File: config.mk
export PLATFORM = sky130hd
export DESIGN_NAME = adcc_top
export DESIGN_NICKNAME = d
export VERILOG_FILES = /design/src/adcc_pkg.sv /design/src/adcc_prescale.sv /design/src/adcc_sar.sv /design/src/adcc_top.sv
export VERILOG_INCLUDE_DIRS = /design/src /design/src/src
export SDC_FILE = /design/constraint.sdc
export NUM_CORES = 1
export LEC_CHECK = 0
export BUFFER_PORTS_ARGS = -buffer_cell sky130_fd_sc_hd__buf_2
export CORE_AREA = 3 3 102 104
export CTS_CLUSTER_SIZE = 30
export DETAILED_ROUTE_END_ITERATION = 6
export DIE_AREA = 0 0 105 107
export GPL_TIMING_DRIVEN = 0
export PLACE_DENSITY = 0.91
export SLEW_MARGIN = 20
export SYNTH_ARGS = -nofsm -noshare
export SYNTH_HDL_FRONTEND = slang
export SYNTH_SLANG_ARGS = --single-unit
File: constraint.sdc
create_clock -name pclk -period 8.3 [get_ports pclk]
set_clock_uncertainty 0.05 [all_clocks]
set_input_delay 1.66 -clock pclk [delete_from_list [all_inputs] [get_ports pclk]]
set_output_delay 1.66 -clock pclk [all_outputs]
set_load 0.02 [all_outputs]
File: src/adcc_cfg.svh
// adc control constants: register indices, field positions, codes, counts
// assumes it is included by bare name with the include path set to src/
`ifndef ADCC_CFG_SVH
`define ADCC_CFG_SVH
// register indices, the byte address is four times the index
`define ADCC_IDX_RES_LO 10'h078
`define ADCC_IDX_RES_HI 10'h079
`define ADCC_IDX_CTRL   10'h07a
`define ADCC_IDX_CTRL_B 10'h07b
`define ADCC_IDX_SEL    10'h07c
// control/status fields
`define ADCC_CS_EN    7
`define ADCC_CS_START 6
`define ADCC_CS_ATE   5
`define ADCC_CS_FLAG  4
`define ADCC_CS_IE    3
`define ADCC_CS_PS    2:0
// channel/reference select and control b fields
`define ADCC_SEL_REF  7:6
`define ADCC_SEL_LADJ 5
`define ADCC_SEL_CH   3:0
`define ADCC_CB_TS    2:0
// reference, channel, trigger and prescaler codes
`define ADCC_REF_EXT    2'h0
`define ADCC_REF_AVCC   2'h1
`define ADCC_REF_INT    2'h3
`define ADCC_CH_EXT_MAX 4'h7
`define ADCC_CH_TEMP    4'h8
`define ADCC_CH_BG      4'he
`define ADCC_CH_GND     4'hf
`define ADCC_TS_FREE    3'h0
`define ADCC_PS_DIV2    3'h0
// converter clock cycles per conversion
`define ADCC_CONV_NORM  5'h0d
`define ADCC_CONV_FIRST 5'h19
`endif

File: src/adcc_pkg.sv
// adc control shared types: sar states and the analog drive bundle
// assumes nothing beyond a systemverilog compile unit
package adcc_pkg;
  typedef enum logic [1:0] {SAR_IDLE, SAR_INIT, SAR_SAMPLE, SAR_TRIAL} adcc_sar_st_t;
  // drive toward the analog front end
  typedef struct packed {
    logic       power_on;
    logic       sample_hold;
    logic [9:0] dac_code;
    logic [7:0] ext_sel;
    logic       temp_en;
    logic       bandgap_sel;
    logic       ground_sel;
    logic       ref_ext;
    logic       ref_avcc;
    logic       ref_int;
  } adcc_anlg_t;
endpackage

File: src/adcc_prescale.sv
// adc control converter clock divider, one-cycle tick per converter clock
// assumes run low while the converter is off
`timescale 1ns/100ps
`include "adcc_cfg.svh"
module adcc_prescale
  import adcc_pkg::*;
#(
  parameter int CNT_W = 7
) (
  // clock and reset
  input  wire logic       clk,
  input  wire logic       rst_n,
  // control
  input  wire logic       run,
  input  wire logic [2:0] sel,
  // converter clock enable
  output logic            tick
);
  logic [CNT_W-1:0] cnt;
  logic [CNT_W-1:0] lim;

  // divide by two for both low codes, else by two to the code
  function automatic logic [CNT_W-1:0] div_limit(input logic [2:0] s);
    logic [CNT_W:0] d;
    d = (s == `ADCC_PS_DIV2) ? (CNT_W+1)'(2) : (CNT_W+1)'(1) << s;
    return CNT_W'(d - (CNT_W+1)'(1));
  endfunction

  assign lim = div_limit(sel);

  // counter held at zero while stopped, so it restarts cleanly
  always_ff @(posedge clk or negedge rst_n) begin
    if (!rst_n) begin
      cnt  <= '0;
      tick <= 1'b0;
    end else if (!run) begin
      cnt  <= '0;
      tick <= 1'b0;
    end else if (cnt >= lim) begin
      cnt  <= '0;
      tick <= 1'b1;
    end else begin
      cnt  <= cnt + CNT_W'(1);
      tick <= 1'b0;
    end
  end
endmodule // adcc_prescale

File: src/adcc_sar.sv
// adc control successive approximation sequencer
// assumes comp_high is high when the input is at or above the dac level
`timescale 1ns/100ps
`include "adcc_cfg.svh"
module adcc_sar
  import adcc_pkg::*;
#(
  parameter int RES_W = 10
) (
  // clock and reset
  input  wire logic             clk,
  input  wire logic             rst_n,
  // control
  input  wire logic             tick,
  input  wire logic             start,
  input  wire logic             abort,
  input  wire logic             first,
  input  wire logic             comp_high,
  // status and analog drive
  output logic                  busy,
  output logic                  done,
  output logic                  sample_hold,
  output logic [RES_W-1:0]      dac_code,
  output logic [RES_W-1:0]      result
);
  localparam logic [4:0] INIT_N = `ADCC_CONV_FIRST - `ADCC_CONV_NORM;
  localparam logic [4:0] SAMP_N = `ADCC_CONV_NORM - 5'(RES_W);

  adcc_sar_st_t     state;
  logic [4:0]       cnt;
  logic [RES_W-1:0] mask;
  logic [RES_W-1:0] kept;

  // keep the trial bit only when the input reaches the dac level
  assign kept = comp_high ? dac_code : (dac_code & ~mask);

  // init, sample, then one trial per converter clock, msb first
  always_ff @(posedge clk or negedge rst_n) begin
    if (!rst_n) begin
      state       <= SAR_IDLE;
      cnt         <= '0;
      mask        <= '0;
      busy        <= 1'b0;
      done        <= 1'b0;
      sample_hold <= 1'b0;
      dac_code    <= '0;
      result      <= '0;
    end else if (abort) begin
      state       <= SAR_IDLE;
      busy        <= 1'b0;
      done        <= 1'b0;
      sample_hold <= 1'b0;
      dac_code    <= '0;
    end else begin
      done <= 1'b0;
      case (state)
        SAR_IDLE: if (start) begin
          busy        <= 1'b1;
          state       <= first ? SAR_INIT : SAR_SAMPLE;
          cnt         <= (first ? INIT_N : SAMP_N) - 5'h01;
          sample_hold <= !first;
        end
        SAR_INIT: if (tick) begin
          if (cnt == '0) begin
            state       <= SAR_SAMPLE;
            cnt         <= SAMP_N - 5'h01;
            sample_hold <= 1'b1;
          end else cnt <= cnt - 5'h01;
        end
        SAR_SAMPLE: if (tick) begin
          if (cnt == '0) begin
            state       <= SAR_TRIAL;
            sample_hold <= 1'b0;
            mask        <= {1'b1, {(RES_W-1){1'b0}}};
            dac_code    <= {1'b1, {(RES_W-1){1'b0}}};
          end else cnt <= cnt - 5'h01;
        end
        SAR_TRIAL: if (tick) begin
          if (mask[0]) begin
            result   <= kept;
            done     <= 1'b1;
            busy     <= 1'b0;
            dac_code <= '0;
            state    <= SAR_IDLE;
          end else begin
            mask     <= mask >> 1;
            dac_code <= kept | (mask >> 1);
          end
        end
        default: state <= SAR_IDLE;
      endcase
    end
  end
endmodule // adcc_sar

File: src/adcc_top.sv
// adc control top: apb register file, trigger logic, result hold, analog drive
// assumes apb master at pclk, inputs synchronous to pclk, 8-bit data in lane 0
`timescale 1ns/100ps
`include "adcc_cfg.svh"
// Functional notes
// - result is input times 1024 over reference, 0x000 ground, 0x3ff top
// - completion updates result registers and sets the completion flag
// - channel code 1000 connects and enables the temperature sensor
// - reference 00 external pin, 01 analog supply, 10 reserved, 11 internal
// - reference change during a conversion applies after it completes
// - channel change during a conversion applies after it completes
// - channels 0-7 external, 8 temperature, 14 bandgap, 15 ground, rest reserved
// - left adjust bit changes the result view at once
// - enable powers up; clearing it turns off and aborts a conversion
// - start begins one conversion; in free running only the first
// - first conversion after enabling takes 25 clocks, later ones 13
// - start reads one while converting, zero after; writing zero does nothing
// - auto trigger starts a conversion on each rising edge of chosen trigger while no conversion is pending or running
// - interrupt request when flag, interrupt enable and global enable are set
// - flag clears on vector acknowledge or when written with one
// - prescaler codes 000 and 001 divide by 2, then 4 up to 128
// - selecting free running source makes no trigger event by itself
// - after low byte read, result is held until high byte is read
module adcc_top
  import adcc_pkg::*;
#(
  parameter int RES_W   = 10,
  parameter int PRESC_W = 7,
  parameter int TRIG_N  = 7
) (
  // clock and reset
  input  wire logic              pclk,
  input  wire logic              presetn,
  // apb slave
  input  wire logic              psel,
  input  wire logic              penable,
  input  wire logic              pwrite,
  input  wire logic [11:0]       paddr,
  input  wire logic [31:0]       pwdata,
  input  wire logic [3:0]        pstrb,
  output logic      [31:0]       prdata,
  output logic                   pready,
  output logic                   pslverr,
  // cpu side
  input  wire logic              global_irq_en,
  input  wire logic              irq_ack,
  output logic                   irq,
  // trigger sources, index is source code minus one
  input  wire logic [TRIG_N-1:0] trigger_in,
  // analog front end
  input  wire logic              comp_high,
  output adcc_anlg_t             analog
);
  // register state
  logic             converter_enable;
  logic             auto_trigger_enable;
  logic             conversion_done_flag;
  logic             conversion_irq_enable;
  logic [2:0]       clock_prescale_select;
  logic [2:0]       trigger_source_select;
  logic [1:0]       reference_select;
  logic             left_adjust;
  logic [3:0]       channel_select;
  // conversion state
  logic             start_pend;
  logic             first_pend;
  logic [1:0]       act_ref;
  logic [3:0]       act_chan;
  logic [RES_W-1:0] result;
  logic             res_lock;
  logic             trig_prev;
  logic [13:0]      sel_q;
  logic             ref_ext_q;
  // wires
  logic             tick;
  logic             sar_busy;
  logic             sar_done;
  logic             sar_sample;
  logic [RES_W-1:0] sar_dac;
  logic [RES_W-1:0] sar_result;
  logic             setup;
  logic             wr;
  logic             rd;
  logic             w_ctrl;
  logic             w_ctrl_b;
  logic             w_sel;
  logic             next_enable;
  logic             next_flag;
  logic             idle;
  logic             sel_trig;
  logic             trig_fire;
  logic             free_restart;
  logic [7:0]       view_lo;
  logic [7:0]       view_hi;
  logic [7:0]       rd_view;
  logic             mapped;

  // word hit on a register index, misaligned addresses never hit
  function automatic logic hit(input logic [11:0] a, input logic [9:0] idx);
    return (a[1:0] == 2'h0) && (a[11:2] == idx);
  endfunction

  // converter clock enable
  adcc_prescale #(
    .CNT_W (PRESC_W)
  ) u_presc (
    .clk   (pclk),
    .rst_n (presetn),
    .run   (converter_enable),
    .sel   (clock_prescale_select),
    .tick  (tick)
  );

  // approximation sequencer
  adcc_sar #(
    .RES_W (RES_W)
  ) u_sar (
    .clk         (pclk),
    .rst_n       (presetn),
    .tick        (tick),
    .start       (start_pend),
    .abort       (!converter_enable),
    .first       (first_pend),
    .comp_high   (comp_high),
    .busy        (sar_busy),
    .done        (sar_done),
    .sample_hold (sar_sample),
    .dac_code    (sar_dac),
    .result      (sar_result)
  );

  // apb phase and register strobes
  assign setup    = psel && !penable;
  assign wr       = psel && penable && pready && pwrite && pstrb[0];
  assign rd       = psel && penable && pready && !pwrite;
  assign w_ctrl   = wr && hit(paddr, `ADCC_IDX_CTRL);
  assign w_ctrl_b = wr && hit(paddr, `ADCC_IDX_CTRL_B);
  assign w_sel    = wr && hit(paddr, `ADCC_IDX_SEL);
  assign mapped   = hit(paddr, `ADCC_IDX_RES_LO) || hit(paddr, `ADCC_IDX_RES_HI) ||
                    hit(paddr, `ADCC_IDX_CTRL) || hit(paddr, `ADCC_IDX_CTRL_B) ||
                    hit(paddr, `ADCC_IDX_SEL);

  // result view follows left adjust live
  assign view_lo = left_adjust ? {result[1:0], 6'h00} : result[7:0];
  assign view_hi = left_adjust ? result[9:2] : {6'h00, result[9:8]};

  // read data mux
  always_comb begin
    rd_view = 8'h00;
    if (hit(paddr, `ADCC_IDX_RES_LO)) rd_view = view_lo;
    else if (hit(paddr, `ADCC_IDX_RES_HI)) rd_view = view_hi;
    else if (hit(paddr, `ADCC_IDX_CTRL))
      rd_view = {converter_enable, start_pend || sar_busy, auto_trigger_enable,
                 conversion_done_flag, conversion_irq_enable, clock_prescale_select};
    else if (hit(paddr, `ADCC_IDX_CTRL_B)) rd_view = {5'h00, trigger_source_select};
    else if (hit(paddr, `ADCC_IDX_SEL))
      rd_view = {reference_select, left_adjust, 1'b0, channel_select};
  end

  // apb answer, one access cycle, error on unmapped words
  always_ff @(posedge pclk or negedge presetn) begin
    if (!presetn) begin
      pready  <= 1'b0;
      prdata  <= 32'h0000_0000;
      pslverr <= 1'b0;
    end else begin
      pready <= setup;
      if (setup) begin
        prdata  <= {24'h00_0000, rd_view};
        pslverr <= !mapped;
      end
    end
  end

  // control/status writes, start and flag handled apart
  assign next_enable = w_ctrl ? pwdata[`ADCC_CS_EN] : converter_enable;
  always_ff @(posedge pclk or negedge presetn) begin
    if (!presetn) begin
      converter_enable      <= 1'b0;
      auto_trigger_enable   <= 1'b0;
      conversion_irq_enable <= 1'b0;
      clock_prescale_select <= 3'h0;
    end else if (w_ctrl) begin
      converter_enable      <= pwdata[`ADCC_CS_EN];
      auto_trigger_enable   <= pwdata[`ADCC_CS_ATE];
      conversion_irq_enable <= pwdata[`ADCC_CS_IE];
      clock_prescale_select <= pwdata[`ADCC_CS_PS];
    end
  end

  // trigger source and channel/reference select writes
  always_ff @(posedge pclk or negedge presetn) begin
    if (!presetn) begin
      trigger_source_select <= 3'h0;
      reference_select      <= 2'h0;
      left_adjust           <= 1'b0;
      channel_select        <= 4'h0;
    end else begin
      if (w_ctrl_b) trigger_source_select <= pwdata[`ADCC_CB_TS];
      if (w_sel) begin
        reference_select <= pwdata[`ADCC_SEL_REF];
        left_adjust      <= pwdata[`ADCC_SEL_LADJ];
        channel_select   <= pwdata[`ADCC_SEL_CH];
      end
    end
  end

  // trigger edge on the chosen source, free running uses completion
  assign sel_trig     = (trigger_source_select == `ADCC_TS_FREE) ? 1'b0 :
                        trigger_in[trigger_source_select - 3'h1];
  assign trig_fire    = auto_trigger_enable && sel_trig && !trig_prev;
  assign free_restart = auto_trigger_enable && sar_done &&
                        (trigger_source_select == `ADCC_TS_FREE);
  assign idle         = !sar_busy && !start_pend;
  always_ff @(posedge pclk or negedge presetn) begin
    if (!presetn) trig_prev <= 1'b0;
    else trig_prev <= sel_trig;
  end

  // start request, taken by the sequencer while it is idle
  always_ff @(posedge pclk or negedge presetn) begin
    if (!presetn) start_pend <= 1'b0;
    else if (!next_enable) start_pend <= 1'b0;
    else if (idle && w_ctrl && pwdata[`ADCC_CS_START]) start_pend <= 1'b1;
    else if (idle && (trig_fire || free_restart)) start_pend <= 1'b1;
    else if (!sar_busy) start_pend <= 1'b0;
  end

  // first conversion after enabling runs the long sequence
  always_ff @(posedge pclk or negedge presetn) begin
    if (!presetn) first_pend <= 1'b0;
    else if (w_ctrl && pwdata[`ADCC_CS_EN] && !converter_enable) first_pend <= 1'b1;
    else if (start_pend && !sar_busy) first_pend <= 1'b0;
  end

  // completion flag, a set in the clearing cycle wins
  assign next_flag = sar_done || (conversion_done_flag &&
                     !(irq_ack || (w_ctrl && pwdata[`ADCC_CS_FLAG])));
  always_ff @(posedge pclk or negedge presetn) begin
    if (!presetn) conversion_done_flag <= 1'b0;
    else conversion_done_flag <= next_flag;
  end

  // interrupt request
  always_ff @(posedge pclk or negedge presetn) begin
    if (!presetn) irq <= 1'b0;
    else irq <= conversion_done_flag && conversion_irq_enable && global_irq_en;
  end

  // result capture and low/high read lock
  always_ff @(posedge pclk or negedge presetn) begin
    if (!presetn) begin
      result   <= '0;
      res_lock <= 1'b0;
    end else begin
      if (sar_done && !res_lock) result <= sar_result;
      if (rd && hit(paddr, `ADCC_IDX_RES_HI)) res_lock <= 1'b0;
      else if (rd && hit(paddr, `ADCC_IDX_RES_LO)) res_lock <= 1'b1;
    end
  end

  // applied selects change only between conversions
  always_ff @(posedge pclk or negedge presetn) begin
    if (!presetn) begin
      act_ref  <= 2'h0;
      act_chan <= 4'h0;
    end else if (!sar_busy) begin
      act_ref  <= reference_select;
      act_chan <= channel_select;
    end
  end

  // decoded mux and reference drive
  always_ff @(posedge pclk or negedge presetn) begin
    if (!presetn) begin
      sel_q     <= 14'h0000;
      ref_ext_q <= 1'b0;
    end else begin
      sel_q[13]   <= converter_enable;
      for (int i = 0; i < 8; i++) sel_q[5+i] <= (act_chan == 4'(i));
      sel_q[4]    <= (act_chan == `ADCC_CH_TEMP);
      sel_q[3]    <= (act_chan == `ADCC_CH_BG);
      sel_q[2]    <= (act_chan == `ADCC_CH_GND);
      sel_q[1]    <= (act_ref == `ADCC_REF_AVCC);
      sel_q[0]    <= (act_ref == `ADCC_REF_INT);
      ref_ext_q   <= converter_enable && (act_ref == `ADCC_REF_EXT);
    end
  end

  // analog bundle, all fields from flops
  always_comb begin
    analog             = '0;
    analog.power_on    = sel_q[13];
    analog.sample_hold = sar_sample;
    analog.dac_code    = sar_dac;
    analog.ext_sel     = sel_q[12:5];
    analog.temp_en     = sel_q[4];
    analog.bandgap_sel = sel_q[3];
    analog.ground_sel  = sel_q[2];
    analog.ref_ext     = ref_ext_q;
    analog.ref_avcc    = sel_q[1];
    analog.ref_int     = sel_q[0];
  end

  // converter clocks counted per conversion, checking only
  logic [4:0] tcnt;
  always_ff @(posedge pclk or negedge presetn) begin
    if (!presetn) tcnt <= 5'h00;
    else if (!sar_busy) tcnt <= 5'h00;
    else if (tick) tcnt <= tcnt + 5'h01;
  end
endmodule // adcc_top

After elaboration in Yosys (flattened, before gate mapping). Index checks and enable logic that the tools add are counted.

Bits in registers: 111. Output and inout port bits: 61.

Bitwise operators: 3. Shifts and indexed selects: 1. Mux-type cells: 67. Eq/ne operators: 38. Order comparisons: 2. Reduce and logical (&&, ||, !) cells: 70. $add $sub $neg: 5.

Operators with widths (number): two-way mux 10 bit (8); two-way mux 8 bit (7); == test 10 x 7 -> 1 bit, second input constant (5); one-hot mux 10 bit (2 select lines) (2); logical AND 1 bit (33); two-way mux 1 bit (27); two-way mux 5 bit (5); two-way mux 7 bit (3); two-way mux 2 bit (9); AND reduction 6 bit (3); == test 4 x 3 -> 1 bit, second input constant (4); one-hot mux 5 bit (3 select lines) (1); == test 4 bit, second input constant (3); inequality test 2 bit, second input constant (6); inequality test 3 bit, second input constant (4); AND reduction 4 bit (3); AND 10 bit (1); zero test 1 bit (10); inverter 10 bit (1); bitwise OR 10 x 9 -> 10 bit (1); subtractor 5 x 1 -> 5 bit, second input constant (2); inequality test 3 x 2 -> 1 bit, second input constant (3); == test 4 x 2 -> 1 bit, second input constant (2); logical OR 1 bit (8); other kinds (26) (35).

Depth between registers and ports, before layout. Gate-level depths: netlist of run 1.

Word-level depth: 11. Depth in mapped cells: 11.

Hierarchy. A second synthesis of run 1 with hierarchy kept.

Cell total of the unflattened synthesis: 521. Area, all modules: 5507.8 µm².

Modules (own cells, without submodules): adcc_top (cells an instance 268, instances 1, area an instance 3005.4 µm², seq. area each 1576.5 µm²); adcc_sar (cells an instance 203, instances 1, area an instance 2009.4 µm², seq. area each 1001.0 µm²); adcc_prescale (cells an instance 50, instances 1, area an instance 493.0 µm², seq. area each 200.2 µm²).

Least setup slack after synthesis of run 1. OpenSTA, ideal clock, no wires.

Path kind: input port to flip-flop. Start: input paddr[0]. End: register trigger_source_select[2]. Path slack: 5.225 ns. Buffers on the path: 0. Cell stages on the path: 4. Data required time: 8.125 ns. Setup time: 0.125 ns. Arrival: 2.900 ns. Cell sequence: nand4bb_1 -> nor4_4 -> and3_1 -> mux2_2.

Cells in the longest elaborated chain, start to end: 3.

RTL lines: start, declared (line adcc_top.sv:38) `input wire logic [11:0] paddr,`; zero test 2 bit (line adcc_top.sv:100) `return (a[1:0] == 2'h0) && (a[11:2] == idx);`; logical AND 1 bit (line adcc_top.sv:100); logical AND 1 bit (line adcc_top.sv:137) `` assign w_ctrl_b = wr && hit(paddr, `ADCC_IDX_CTRL_B); ``; end signal, assigned (line adcc_top.sv:199) `` if (w_ctrl_b) trigger_source_select <= pwdata[`ADCC_CB_TS]; ``; end, declared (line adcc_top.sv:60) `logic [2:0] trigger_source_select;`.

Every way passes these cells. A chain may end at the register's enable or synchronous reset.

Final worst setup path of run 1.
Start: input paddr[4]. End: register start_pend.

Cells in the longest elaborated chain, start to end: 7. Elaborated cells on any way between the ends: 9.

RTL lines: == test 10 x 7 -> 1 bit (*) (line adcc_top.sv:100); logical AND 1 bit (*) (line adcc_top.sv:100); logical AND 1 bit (*) (line adcc_top.sv:136) `` assign w_ctrl = wr && hit(paddr, `ADCC_IDX_CTRL); ``; logical AND 1 bit (2 in series) (line adcc_top.sv:224) `` else if (idle && w_ctrl && pwdata[`ADCC_CS_START]) start_pend <= 1'b1; ``; two-way mux 1 bit (line adcc_top.sv:224); two-way mux 1 bit (line adcc_top.sv:223) `else if (!next_enable) start_pend <= 1'b0;`; end signal, assigned (line adcc_top.sv:223); end signal, assigned (line adcc_top.sv:224); end signal, assigned (line adcc_top.sv:225) `else if (idle && (trig_fire || free_restart)) start_pend <= 1'b1;`; end, declared (line adcc_top.sv:65) `logic start_pend;`.

Every way passes the cells marked *; elsewhere a longest branch is shown, timed or not.

==> summary.txt, run 1 <==
========================================================================================================
VDD IR-drop max ...........................................................................    0.0916 mV
Primary FF master, synth ..................................................................      dfrtp_1
Avg Cell Area, Syn ........................................................................     11.0 µm²
Register-to-register setup slack ..........................................................      5.37 ns
First-pass GRT wire length ................................................................    21,000 µm
Class of the tightest hold or removal check ............................................... register to register
Achievable Freq ...........................................................................      327 MHz
R2R cell count ............................................................................           11
Synthesis-to-layout area growth ...........................................................        15.2%
Top-count cell post-synth .................................................................      dfrtp_1
Dpl hpwl ..................................................................................      9210 µm
Worst Path Max Fanout .....................................................................           10
YS warnings ...............................................................................            0
Required time reported for the critical path endpoint .....................................      8.50 ns
Normalized max-slew margin ................................................................        54.3%
Type of the worst setup path .............................................................. primary input to register
CP Depth ..................................................................................            7
Maximum number of pins on one net before global-route repair ..............................           85
Capture instance of the worst register-to-register path ................................... u_presc.cnt[5]$_DFF_PN0_
Total leakage power .......................................................................   0.00323 µW
Die W .....................................................................................       105 µm
Number of global-route vias before repair .................................................        4,375
Post-layout minimum cycle time ............................................................      3.06 ns
Wire per inst .............................................................................      16.9 µm
Initial antenna violation count ...........................................................            0
Buffer depth of the longest clock path ....................................................            2
Startpoint of the most critical register-to-register path ................................. clock_prescale_select[1]$_DFFE_PN0P_
Final routed wirelength across all metal layers ...........................................    12,700 µm
Starting Density ..........................................................................        58.2%
Total iterations of the first detailed-routing run ........................................            6
Total count of max-transition violations in the final report ..............................            0
Crit-path cells ........................................................................... buf_2 > nor4b_2 > and3b_1 > buf_4 > nand2_2 > mux2i_1 > a2111oi_2
Sequential cell area fraction in the yosys report .........................................        49.5%
Io pins ...................................................................................          124
Commonest cells post-synth ................................................................ dfrtp_1 (111), mux2_2 (34), nand2_1 (32), inv_1 (31), nor2_1 (28)
Quantity of I/O buffers inserted on ports .................................................           72
Fraction of registers with async set/reset ................................................         100%
Netlist Area Pre-Place ....................................................................     5610 µm²
CTS tree ..................................................................................        built
Area inside the core boundary .............................................................     9640 µm²
Min-Delay Path Depth ......................................................................            0
Arr. time, crit path ......................................................................      3.25 ns
Skew-Pair Late Insertion Delay ............................................................      0.38 ns
Run status ................................................................................ complete, no violations
Detailed router's first-iteration violation count .........................................          426
Cts bufs inserted .........................................................................            9
Die boundary height .......................................................................       107 µm
Xor/xnor cell area share of the yosys netlist .............................................       0.781%
FF+latch count, synth .....................................................................          111
Post CTS Setup Buffer Count ...............................................................            0
Post-synth cell types .....................................................................           69
Antenna violation net count after detailed routing ........................................            0
Total power divided by cell area ..........................................................   145 nW/µm²
Worst Hold Margin .........................................................................     0.375 ns
Residual DRC ..............................................................................            0
Kind of start point of the critical path .................................................. primary input
Total GRT Usage ...........................................................................        23.3%
Antenna Cells .............................................................................            0
Worst setup slack before clock tree synthesis .............................................      4.91 ns
Area of all sequential standard cells .....................................................     2780 µm²
Hold Startpoint ........................................................................... converter_enable$_DFF_PN0_
Number of cells in the finished layout apart from fillers .................................          754
Synth Area in Adders ......................................................................        3.35%
Top cell type's share of synthesized area .................................................        49.5%
Setup slack of the critical path after layout .............................................      5.24 ns
Share of final-layout standard cells stronger than drive strength 1 .......................        27.7%
Share of synthesized cell area in and, or, nand and nor gates .............................        15.3%
Fraction of the cycle the final worst path needs ..........................................        36.8%
Final GP Congestion .......................................................................        0.864
Setup violation total in the final timing report ..........................................            0
Number of endpoints with negative hold slack in the final report ..........................            0
Cell count after placement ................................................................          739
Vias/cell .................................................................................         5.78
Max Cap Viol ..............................................................................            0
Cell family with most CP delay ............................................................ simple AND/OR/NAND/NOR gates
Total overflow reported by the global router ..............................................            0
H-tree depth reported by CTS ..............................................................            3
Number of clock sinks .....................................................................          111
Main combinational cell family by area after synthesis .................................... simple AND/OR/NAND/NOR gates
CP bufs+invs ..............................................................................            2
CTS root buf ..............................................................................     clkbuf_8
Share of the synthesized area in compound gates (AO/OA/AOI/OAI) ...........................        14.8%
Fill cells ................................................................................          665
Biggest area consumer among synthesized cells .............................................      dfrtp_1
# resized after CTS .......................................................................            0
Top post-synthesis cells by area .......................................................... dfrtp_1 (50%), mux2_2 (6.8%), buf_4 (3.6%)
Multiplexer fraction of the synthesized cell area .........................................        8.83%
RSZ-0062 raised after global routing ......................................................        false
Slew of the pin with the lowest slew margin ...............................................     0.680 ns
Std cell rows .............................................................................           36
Slowest CP cell ...........................................................................      nor4b_2
Number of enable-type register cells in the synthesized netlist ...........................            0
Cts-stage hold buffer count ...............................................................            0
Delay of the slowest cell on the worst path ...............................................      0.39 ns
Die Area ..................................................................................   11,200 µm²
Count of nets after finishing .............................................................          695
Hold path endpoint ........................................................................ sel_q[13]$_DFF_PN0_
Setup tns final ...........................................................................         0 ns
Endpoint type of the worst setup path .....................................................     register
Post-CTS clock slew at the launch and capture registers of the worst setup and hold paths .      0.10 ns
Via count of the routed design ............................................................        4,358
Area taken by multi-input logic gates .....................................................     2500 µm²
Synthesized instance count ................................................................          510
========================================================================================================
[cell type report]
class | count | share of cell area, %
Buffer | 44 | 4.63
Clock buffer | 12 | 2.09
Clock inverter | 3 | 1.07
Inverter | 31 | 1.80
Multi-Input combinational cell | 347 | 38.7
Sequential cell | 111 | 43.0
Tap cell | 133 | 2.58
Timing Repair Buffer | 73 | 6.10
[metrics by stage]
| step | instance area [µm²] | power [µW] | utilization, % |
|---|---|---|---|
| floorplan | 5700 | 582 | - |
| global placement | 6220 | 605 | 64.6 |
| detailed placement | 6260 | 609 | 64.9 |
| CTS | 6460 | 943 | 67.0 |
| global route | 6460 | 974 | 67.0 |
| finish | 6460 | 938 | 67.0 |
[how the worst max path moves through the flow]
stage	from	slack (ns)	end
2_1_floorplan	paddr[0]	5.22	trigger_source_select[2]$_DFFE_PN0P_
3_3_place_gp	presetn	4.40	u_sar.mask[4]$_DFFE_PN0P_
3_5_place_dp	paddr[3]	4.91	prdata[2]$_DFFE_PN0P_
4_1_cts	paddr[4]	5.27	start_pend$_DFFE_PN0P_
5_1_grt	paddr[0]	5.12	start_pend$_DFFE_PN0P_
6_report	paddr[4]	5.24	start_pend$_DFFE_PN0P_
[registers in the layout, summed over array words and instances (netlist names), 5 cells and up]
register and count:
prdata 8, result 10, sel_q 14, u_presc.cnt 7
u_sar.cnt 5, u_sar.dac_code 10, u_sar.mask 10, u_sar.result 10
[kinds of logic (layout without fill, tap and decap cells)]
logic type	count (synthesis)	in the layout
compound gates	115	115
flops	111	111
simple gates	146	146
other cells	1	24
xor+xnor	5	5
buf+inv	75	163
mux	42	42
fa+ha+maj	15	15
[cell usage in the layout, fill, tap and decap left out, types with 3 or more instances in the layout]
master | netlist | layout
or2_2 | 3 | 3
nand2_1 | 32 | 32
o21ai_0 | 24 | 24
inv_1 | 31 | 31
o21ai_1 | 11 | 11
nor2b_1 | 15 | 15
nor2_1 | 28 | 28
nor3_1 | 6 | 6
nor3b_1 | 3 | 3
o21a_1 | 4 | 4
dfrtp_1 | 111 | 111
a21o_1 | 5 | 5
mux2_2 | 34 | 34
ha_1 | 15 | 15
a21oi_1 | 10 | 10
conb_1 | 1 | 24
buf_6 | 4 | 5
o31ai_1 | 9 | 9
buf_4 | 27 | 27
clkbuf_8 | 0 | 9
and2_1 | 5 | 5
clkbuf_1 | 11 | 14
mux2i_1 | 6 | 6
nand2_2 | 3 | 3
nand2b_1 | 9 | 9
xnor2_1 | 3 | 3
buf_2 | 2 | 73
nor4_4 | 3 | 3
nand3_1 | 10 | 10
a221oi_1 | 9 | 9
and3_1 | 5 | 5
a31oi_1 | 3 | 3
nor4_1 | 4 | 4
a22o_1 | 18 | 18
[where the power goes]
part	switching, µW	leakage, µW	total (µW)	internal (µW)
clock network	170	0.000101	340	170
registers	0.583	0.00146	542	541
logic	36.0	0.00166	56.6	20.6
[metal layers]
layer	track usage [%]	vias to the layer above	routed length, µm
met4	8.62	0	286
li1	-	1989	-
met1	27.4	2153	5120
met5	0	-	0
met2	41.5	184	6620
met3	5.48	32	709
Note: power is estimated with default switching activity, not from simulation.
==> run 2: changes to the inputs <==
--- a/config.mk
+++ b/config.mk
@@ -6,13 +6,14 @@
 export SDC_FILE = /design/constraint.sdc
 export NUM_CORES = 1
 export LEC_CHECK = 0
+export ABC_AREA = 1
 export BUFFER_PORTS_ARGS = -buffer_cell sky130_fd_sc_hd__buf_2
-export CORE_AREA = 3 3 102 104
+export CORE_AREA = 3 3 112 114
 export CTS_CLUSTER_SIZE = 30
 export DETAILED_ROUTE_END_ITERATION = 6
-export DIE_AREA = 0 0 105 107
+export DIE_AREA = 0 0 115 117
 export GPL_TIMING_DRIVEN = 0
-export PLACE_DENSITY = 0.91
+export PLACE_DENSITY = 0.82
 export SLEW_MARGIN = 20
 export SYNTH_ARGS = -nofsm -noshare
 export SYNTH_HDL_FRONTEND = slang
==> constraint.sdc (replaced) <==
create_clock -name pclk -period 2.5 [get_ports pclk]
set_clock_uncertainty 0.05 [all_clocks]
set_input_delay 0.5 -clock pclk [delete_from_list [all_inputs] [get_ports pclk]]
set_output_delay 0.5 -clock pclk [all_outputs]
set_load 0.02 [all_outputs]
==> summary.txt, run 2 <==
========================================================================================================
Number of cells in the finished layout apart from fillers .................................          920
Fraction of the cycle the final worst path needs ..........................................        92.2%
Post-layout minimum cycle time ............................................................      2.30 ns
Quantity of I/O buffers inserted on ports .................................................           71
Skew-Pair Late Insertion Delay ............................................................      0.35 ns
Worst Hold Margin .........................................................................    0.0362 ns
Synthesis-to-layout area growth ...........................................................        16.8%
Synthesized instance count ................................................................          666
Arr. time, crit path ......................................................................      2.51 ns
Top-count cell post-synth .................................................................      nand2_1
Antenna Cells .............................................................................            0
Die W .....................................................................................       115 µm
Slew of the pin with the lowest slew margin ...............................................     0.599 ns
Primary FF master, synth ..................................................................      dfrtp_1
Total GRT Usage ...........................................................................        19.1%
Io pins ...................................................................................          124
Setup violation total in the final timing report ..........................................            0
Number of global-route vias before repair .................................................        4,344
Final GP Congestion .......................................................................        0.912
Endpoint type of the worst setup path .....................................................     register
Type of the worst setup path .............................................................. register to register
Fraction of registers with async set/reset ................................................         100%
Commonest cells post-synth ................................................................ nand2_1 (141), dfrtp_1 (111), inv_1 (71), nor2_1 (57), nand3_1 (48)
# resized after CTS .......................................................................            0
Post CTS Setup Buffer Count ...............................................................            0
Residual DRC ..............................................................................            0
Highest-count cells in the layout ignoring fill and taps .................................. nand2_1 (141), dfrtp_1 (111), buf_2 (79)
Share of final-layout standard cells stronger than drive strength 1 .......................        21.2%
RSZ-0062 raised after global routing ......................................................        false
VDD IR-drop max ...........................................................................     0.269 mV
Largest reg by FF count ...................................................................        sel_q
Top cell type's share of synthesized area .................................................        49.0%
Worst Path Max Fanout .....................................................................            7
Class of the tightest hold or removal check ............................................... primary input to async pin
H-tree depth reported by CTS ..............................................................            3
Kind of start point of the critical path ..................................................     register
Maximum number of pins on one net before global-route repair ..............................           60
Wire per inst .............................................................................      13.5 µm
Run status ................................................................................ complete, no violations
Setup tns final ...........................................................................         0 ns
CTS root buf ..............................................................................    clkbuf_16
Number of endpoints with negative hold slack in the final report ..........................            0
Max Cap Viol ..............................................................................            0
Total power divided by cell area ..........................................................   526 nW/µm²
Number of enable-type register cells in the synthesized netlist ...........................            0
Final cell area excluding filler cells ....................................................     6630 µm²
Total leakage power .......................................................................   0.00350 µW
First-pass GRT wire length ................................................................    20,500 µm
Count of nets after finishing .............................................................          850
Final routed wirelength across all metal layers ...........................................    12,400 µm
Die boundary height .......................................................................       117 µm
Total count of max-transition violations in the final report ..............................            0
Vias/cell .................................................................................         5.09
Total power after layout ..................................................................      3480 µW
Total overflow reported by the global router ..............................................            0
Cts-stage hold buffer count ...............................................................            0
Top post-synthesis cells by area .......................................................... dfrtp_1 (49%), nand2_1 (9.3%), inv_1 (4.7%)
Biggest area consumer among synthesized cells .............................................      dfrtp_1
Commonest non-fill, non-tap cell in the layout ............................................      nand2_1
Antenna violation net count after detailed routing ........................................            0
Area inside the core boundary .............................................................   11,500 µm²
Post-synth cell types .....................................................................           46
Detailed router's first-iteration violation count .........................................          289
Sequential cell area fraction in the yosys report .........................................        49.0%
Number of clock sinks .....................................................................          111
Dpl hpwl ..................................................................................      9370 µm
Std cell rows .............................................................................           39
Number of flip-flops in the largest register ..............................................           14
FF+latch count, synth .....................................................................          111
Achievable Freq ...........................................................................      434 MHz
Cell count after placement ................................................................          904
Buffer depth of the longest clock path ....................................................            2
Normalized max-slew margin ................................................................        59.9%
YS warnings ...............................................................................            0
Total iterations of the first detailed-routing run ........................................            7
Avg Cell Area, Syn ........................................................................     8.52 µm²
Post-CTS clock slew at the launch and capture registers of the worst setup and hold paths .      0.08 ns
CTS tree ..................................................................................        built
Starting Density ..........................................................................        49.3%
Post-DP Area ..............................................................................     6330 µm²
Die Area ..................................................................................   13,500 µm²
Via count of the routed design ............................................................        4,680
Netlist Area Pre-Place ....................................................................     5670 µm²
Cts bufs inserted .........................................................................            9
Required time reported for the critical path endpoint .....................................      2.71 ns
Initial antenna violation count ...........................................................            0
========================================================================================================
-- run 2: cell types whose count changed after synthesis, moves of 10 or more --
cell     change
mux2_2      -26
a21oi_1     +18
a22o_1      -18
nand3_1     +38
o21ai_0     +13
nand4_1     +10
nand2_1    +109
nor3_1      +10
nor2b_1     -15
inv_1       +40
nor2_1      +29
-- run 2: area by class of cell --
| cell class | instances | area, µm² |
|---|---|---|
| Sequential cell | 111 | 2780 |
| Inverter | 79 | 297 |
| Timing Repair Buffer | 72 | 389 |
| Clock buffer | 9 | 225 |
| Buffer | 39 | 263 |
| Multi-Input combinational cell | 460 | 2420 |
| Fill cell | 993 | 4890 |
| Tap cell | 143 | 179 |
| Clock inverter | 7 | 73.8 |
-- run 2: kinds of logic (layout without fill, tap and decap cells) --
logic type	count (synthesis)	in the layout	share of synthesized area [%]
flops	111	111	49.0
fa+ha+maj	15	15	3.31
buf+inv	118	206	9.86
simple gates	299	299	24.4
xor+xnor	6	6	0.926
compound gates	104	104	10.2
mux	12	12	2.34
other cells	1	24	0.0661
-- run 2: worst paths after layout --
check / start / cells after the start / end / slack, ns
worst min register to register: act_chan[2]$_DFFE_PN0N_ / 1 / sel_q[4]$_DFF_PN0_ / 0.40
worst max-delay path: clock_prescale_select[2]$_DFFE_PN0P_ / 11 / u_presc.cnt[4]$_DFF_PN0_ / 0.20
max in group asynchronous: presetn / 2 / u_sar.done$_DFF_PN0_ / 1.73
worst min-delay path: presetn / 1 / sel_q[12]$_DFF_PN0_ / 0.04
worst max register to register: clock_prescale_select[2]$_DFFE_PN0P_ / 11 / u_presc.cnt[4]$_DFF_PN0_ / 0.20
min in group pclk: pwdata[7] / 2 / reference_select[1]$_DFFE_PN0P_ / 0.35
-- run 2: where the power goes --
group	internal, µW	switching (µW)	total (µW)	leakage (µW)
combinational	81.9	159	241	0.00189
sequential	1810	9.67	1820	0.00147
clock	710	712	1420	0.000141
-- run 2: layer usage --
layer / global-route usage [%] / wire, µm / share of wire (%) / vias up
met4: 5.87 / 184 / 1.5 / 0
met1: 26.3 / 5610 / 45 / 2175
met3: 3.50 / 762 / 6.1 / 16
met2: 31.0 / 5890 / 47 / 145
met5: 0 / 0 / 0 / -
li1: - / - / - / 2344
-- run 2: worst max-delay path: stages (launching register included) --
cell and delay, ns:
dfrtp_1 0.46, nor2_1 0.21, inv_1 0.08, ha_1 0.22, nor3_1 0.19, a31oi_1 0.08
ha_1 0.29, nand2_1 0.08, inv_1 0.04, nand4_1 0.10, nand2_1 0.18, nor3_1 0.23
-- run 2: through the flow --
step	utilization, %	setup slack, ns
2_1_floorplan	-	0.581
3_3_place_gp	54.7	-0.363
3_5_place_dp	55.0	0.331
4_1_cts	57.6	0.186
5_1_grt	57.6	0.00425
6_report	57.6	0.196
==> run 3: changes to the inputs <==
--- a/config.mk
+++ b/config.mk
@@ -6,14 +6,14 @@
 export SDC_FILE = /design/constraint.sdc
 export NUM_CORES = 1
 export LEC_CHECK = 0
-export ABC_AREA = 1
+export ABC_AREA = 0
 export BUFFER_PORTS_ARGS = -buffer_cell sky130_fd_sc_hd__buf_2
-export CORE_AREA = 3 3 112 114
+export CORE_AREA = 2 2 111 113
 export CTS_CLUSTER_SIZE = 30
 export DETAILED_ROUTE_END_ITERATION = 6
-export DIE_AREA = 0 0 115 117
+export DIE_AREA = 0 0 113 115
 export GPL_TIMING_DRIVEN = 0
-export PLACE_DENSITY = 0.82
+export PLACE_DENSITY = 0.81
 export SLEW_MARGIN = 20
 export SYNTH_ARGS = -nofsm -noshare
 export SYNTH_HDL_FRONTEND = slang
==> summary.txt, run 3 (synthesized netlist as in run 1, its figures left out) <==
========================================================================================================
Run status ................................................................................ finished, violations left
Failing checks ............................................................................ design-rule violations
Total leakage power .......................................................................   0.00332 µW
Final routed wirelength across all metal layers ...........................................    12,700 µm
Arr. time, crit path ......................................................................      2.68 ns
Total overflow reported by the global router ..............................................            0
CTS root buf ..............................................................................    clkbuf_16
Number of clock sinks .....................................................................          111
Fraction of the cycle the final worst path needs ..........................................         100%
Starting Density ..........................................................................        47.5%
Detailed router's first-iteration violation count .........................................          254
Highest-count cells in the layout ignoring fill and taps .................................. dfrtp_1 (108), buf_2 (73), buf_4 (36)
Slew of the pin with the lowest slew margin ...............................................     0.720 ns
Initial antenna violation count ...........................................................            0
Total iterations of the first detailed-routing run ........................................            7
Setup violation total in the final timing report ..........................................            0
Antenna violation net count after detailed routing ........................................            0
Post-layout minimum cycle time ............................................................      2.50 ns
Kind of start point of the critical path ..................................................     register
CTS tree ..................................................................................        built
First-pass GRT wire length ................................................................    20,700 µm
Share of final-layout standard cells stronger than drive strength 1 .......................        31.3%
Total count of max-transition violations in the final report ..............................            0
Io pins ...................................................................................          124
Wire per inst .............................................................................      16.3 µm
Register-to-register setup slack ..........................................................     0.001 ns
R2R cell count ............................................................................           11
Die boundary height .......................................................................       115 µm
Number of flip-flops in the largest register ..............................................           14
Startpoint of the most critical register-to-register path ................................. clock_prescale_select[1]$_DFFE_PN0P_
Std cell rows .............................................................................           40
Worst setup path startpoint ............................................................... clock_prescale_select[1]$_DFFE_PN0P_
Vias/cell .................................................................................         5.49
Worst Setup EP ............................................................................ u_presc.cnt[1]$_DFF_PN0_
Total GRT Usage ...........................................................................        20.0%
Residual DRC ..............................................................................            8
Skew-Pair Late Insertion Delay ............................................................      0.35 ns
Core Util, Final ..........................................................................        56.7%
Capture instance of the worst register-to-register path ................................... u_presc.cnt[1]$_DFF_PN0_
Post-CTS clock slew at the launch and capture registers of the worst setup and hold paths .      0.07 ns
Area inside the core boundary .............................................................   11,800 µm²
Count of nets after finishing .............................................................          704
Endpoint type of the worst setup path .....................................................     register
Number of global-route vias before repair .................................................        4,201
Final GP Congestion .......................................................................        0.904
Class of the tightest hold or removal check ............................................... register to register
Commonest non-fill, non-tap cell in the layout ............................................      dfrtp_1
Type of the worst setup path .............................................................. register to register
Worst Path Max Fanout .....................................................................            7
Worst Hold Margin .........................................................................     0.350 ns
Total power after layout ..................................................................      3430 µW
Required time reported for the critical path endpoint .....................................      2.68 ns
Cts bufs inserted .........................................................................            9
Number of endpoints with negative hold slack in the final report ..........................            0
Normalized max-slew margin ................................................................        51.6%
Via count of the routed design ............................................................        4,267
Achievable Freq ...........................................................................      400 MHz
Largest reg by FF count ...................................................................        sel_q
H-tree depth reported by CTS ..............................................................            3
Total power divided by cell area ..........................................................   512 nW/µm²
Quantity of I/O buffers inserted on ports .................................................           72
Antenna Cells .............................................................................            0
Buffer depth of the longest clock path ....................................................            2
Dpl hpwl ..................................................................................      9150 µm
RSZ-0062 raised after global routing ......................................................         true
VDD IR-drop max ...........................................................................     0.379 mV
Die Area ..................................................................................   13,000 µm²
Setup tns final ...........................................................................         0 ns
Die W .....................................................................................       113 µm
Min-Delay Path Depth ......................................................................            0
Max Cap Viol ..............................................................................            0
Synthesis-to-layout area growth ...........................................................        19.5%
Maximum number of pins on one net before global-route repair ..............................           83
========================================================================================================
-- run 3: cell types whose count changed in the layout (fill, tap and decap cells not counted), moves of 14 or more --
cell     change
inv_1       -41
a21oi_1     -18
nand2_1    -109
a22o_1      +18
nor2_1      -35
mux2_2      +26
o21ai_0     -14
nand3_1     -38
nor2b_1     +15
-- run 3: worst min path at each step --
stage,from,to
final,converter_enable$_DFF_PN0_,sel_q[13]$_DFF_PN0_
after global routing,pwdata[3],channel_select[3]$_DFFE_PN0P_
after CTS,pwdata[3],channel_select[3]$_DFFE_PN0P_
after detailed placement,converter_enable$_DFF_PN0_,sel_q[13]$_DFF_PN0_
after global placement,converter_enable$_DFF_PN0_,sel_q[13]$_DFF_PN0_
after floorplan,presetn,act_chan[0]$_DFFE_PN0N_
-- run 3: layer usage --
layer | vias up | wire (µm) | GRT usage (%)
met3 | 33 | 648 | 4.01
li1 | 2015 | - | -
met4 | 0 | 309 | 7.40
met5 | - | 0 | 0
met1 | 2076 | 5550 | 25.9
met2 | 143 | 6150 | 33.5
-- run 3: worst max-delay path, stage by stage, from the launching register on --
cell      delay [ns]
dfrtp_2         0.43
or2_4           0.27
ha_4            0.16
or3_1           0.29
a21oi_1         0.14
a31oi_1         0.06
ha_2            0.32
o21a_1          0.14
o21ai_2         0.06
o211ai_1        0.17
buf_4           0.21
nor2_1          0.06
-- run 3: area by class of cell --
class / count / area [µm²]
tap: 147 / 184
clock inverter: 6 / 71.3
multi-input combinational: 347 / 2560
buffer: 43 / 295
timing repair buffer: 83 / 472
sequential: 111 / 2780
fill: 986 / 5110
inverter: 31 / 116
clock buffer: 9 / 225
-- run 3: through the flow --
stage          setup slack, ns  cells  cell area, µm²
3_5_place_dp            -0.272    753            6300
6_report               0.00108    777            6700
5_1_grt                -0.0605    777            6700
4_1_cts                0.00111    772            6650
2_1_floorplan           0.0202    533            5720
3_3_place_gp            -0.315    752            6270
-- run 3: repair_timing --
action,in CTS,in global routing
hold buffers,1,0
buffers inserted,4,5
pin swaps,5,13
gates resized for setup,7,8
endpoints found under the hold margin,29,0
endpoints found under the setup margin,8,8
-- run 3: where the power goes --
part / switching [µW] / internal, µW / total, µW / leakage, µW
Clock: 660 / 781 / 1440 / 0.000143
Sequential: 1.77 / 1800 / 1800 / 0.00146
Combinational: 120 / 69.3 / 189 / 0.00172
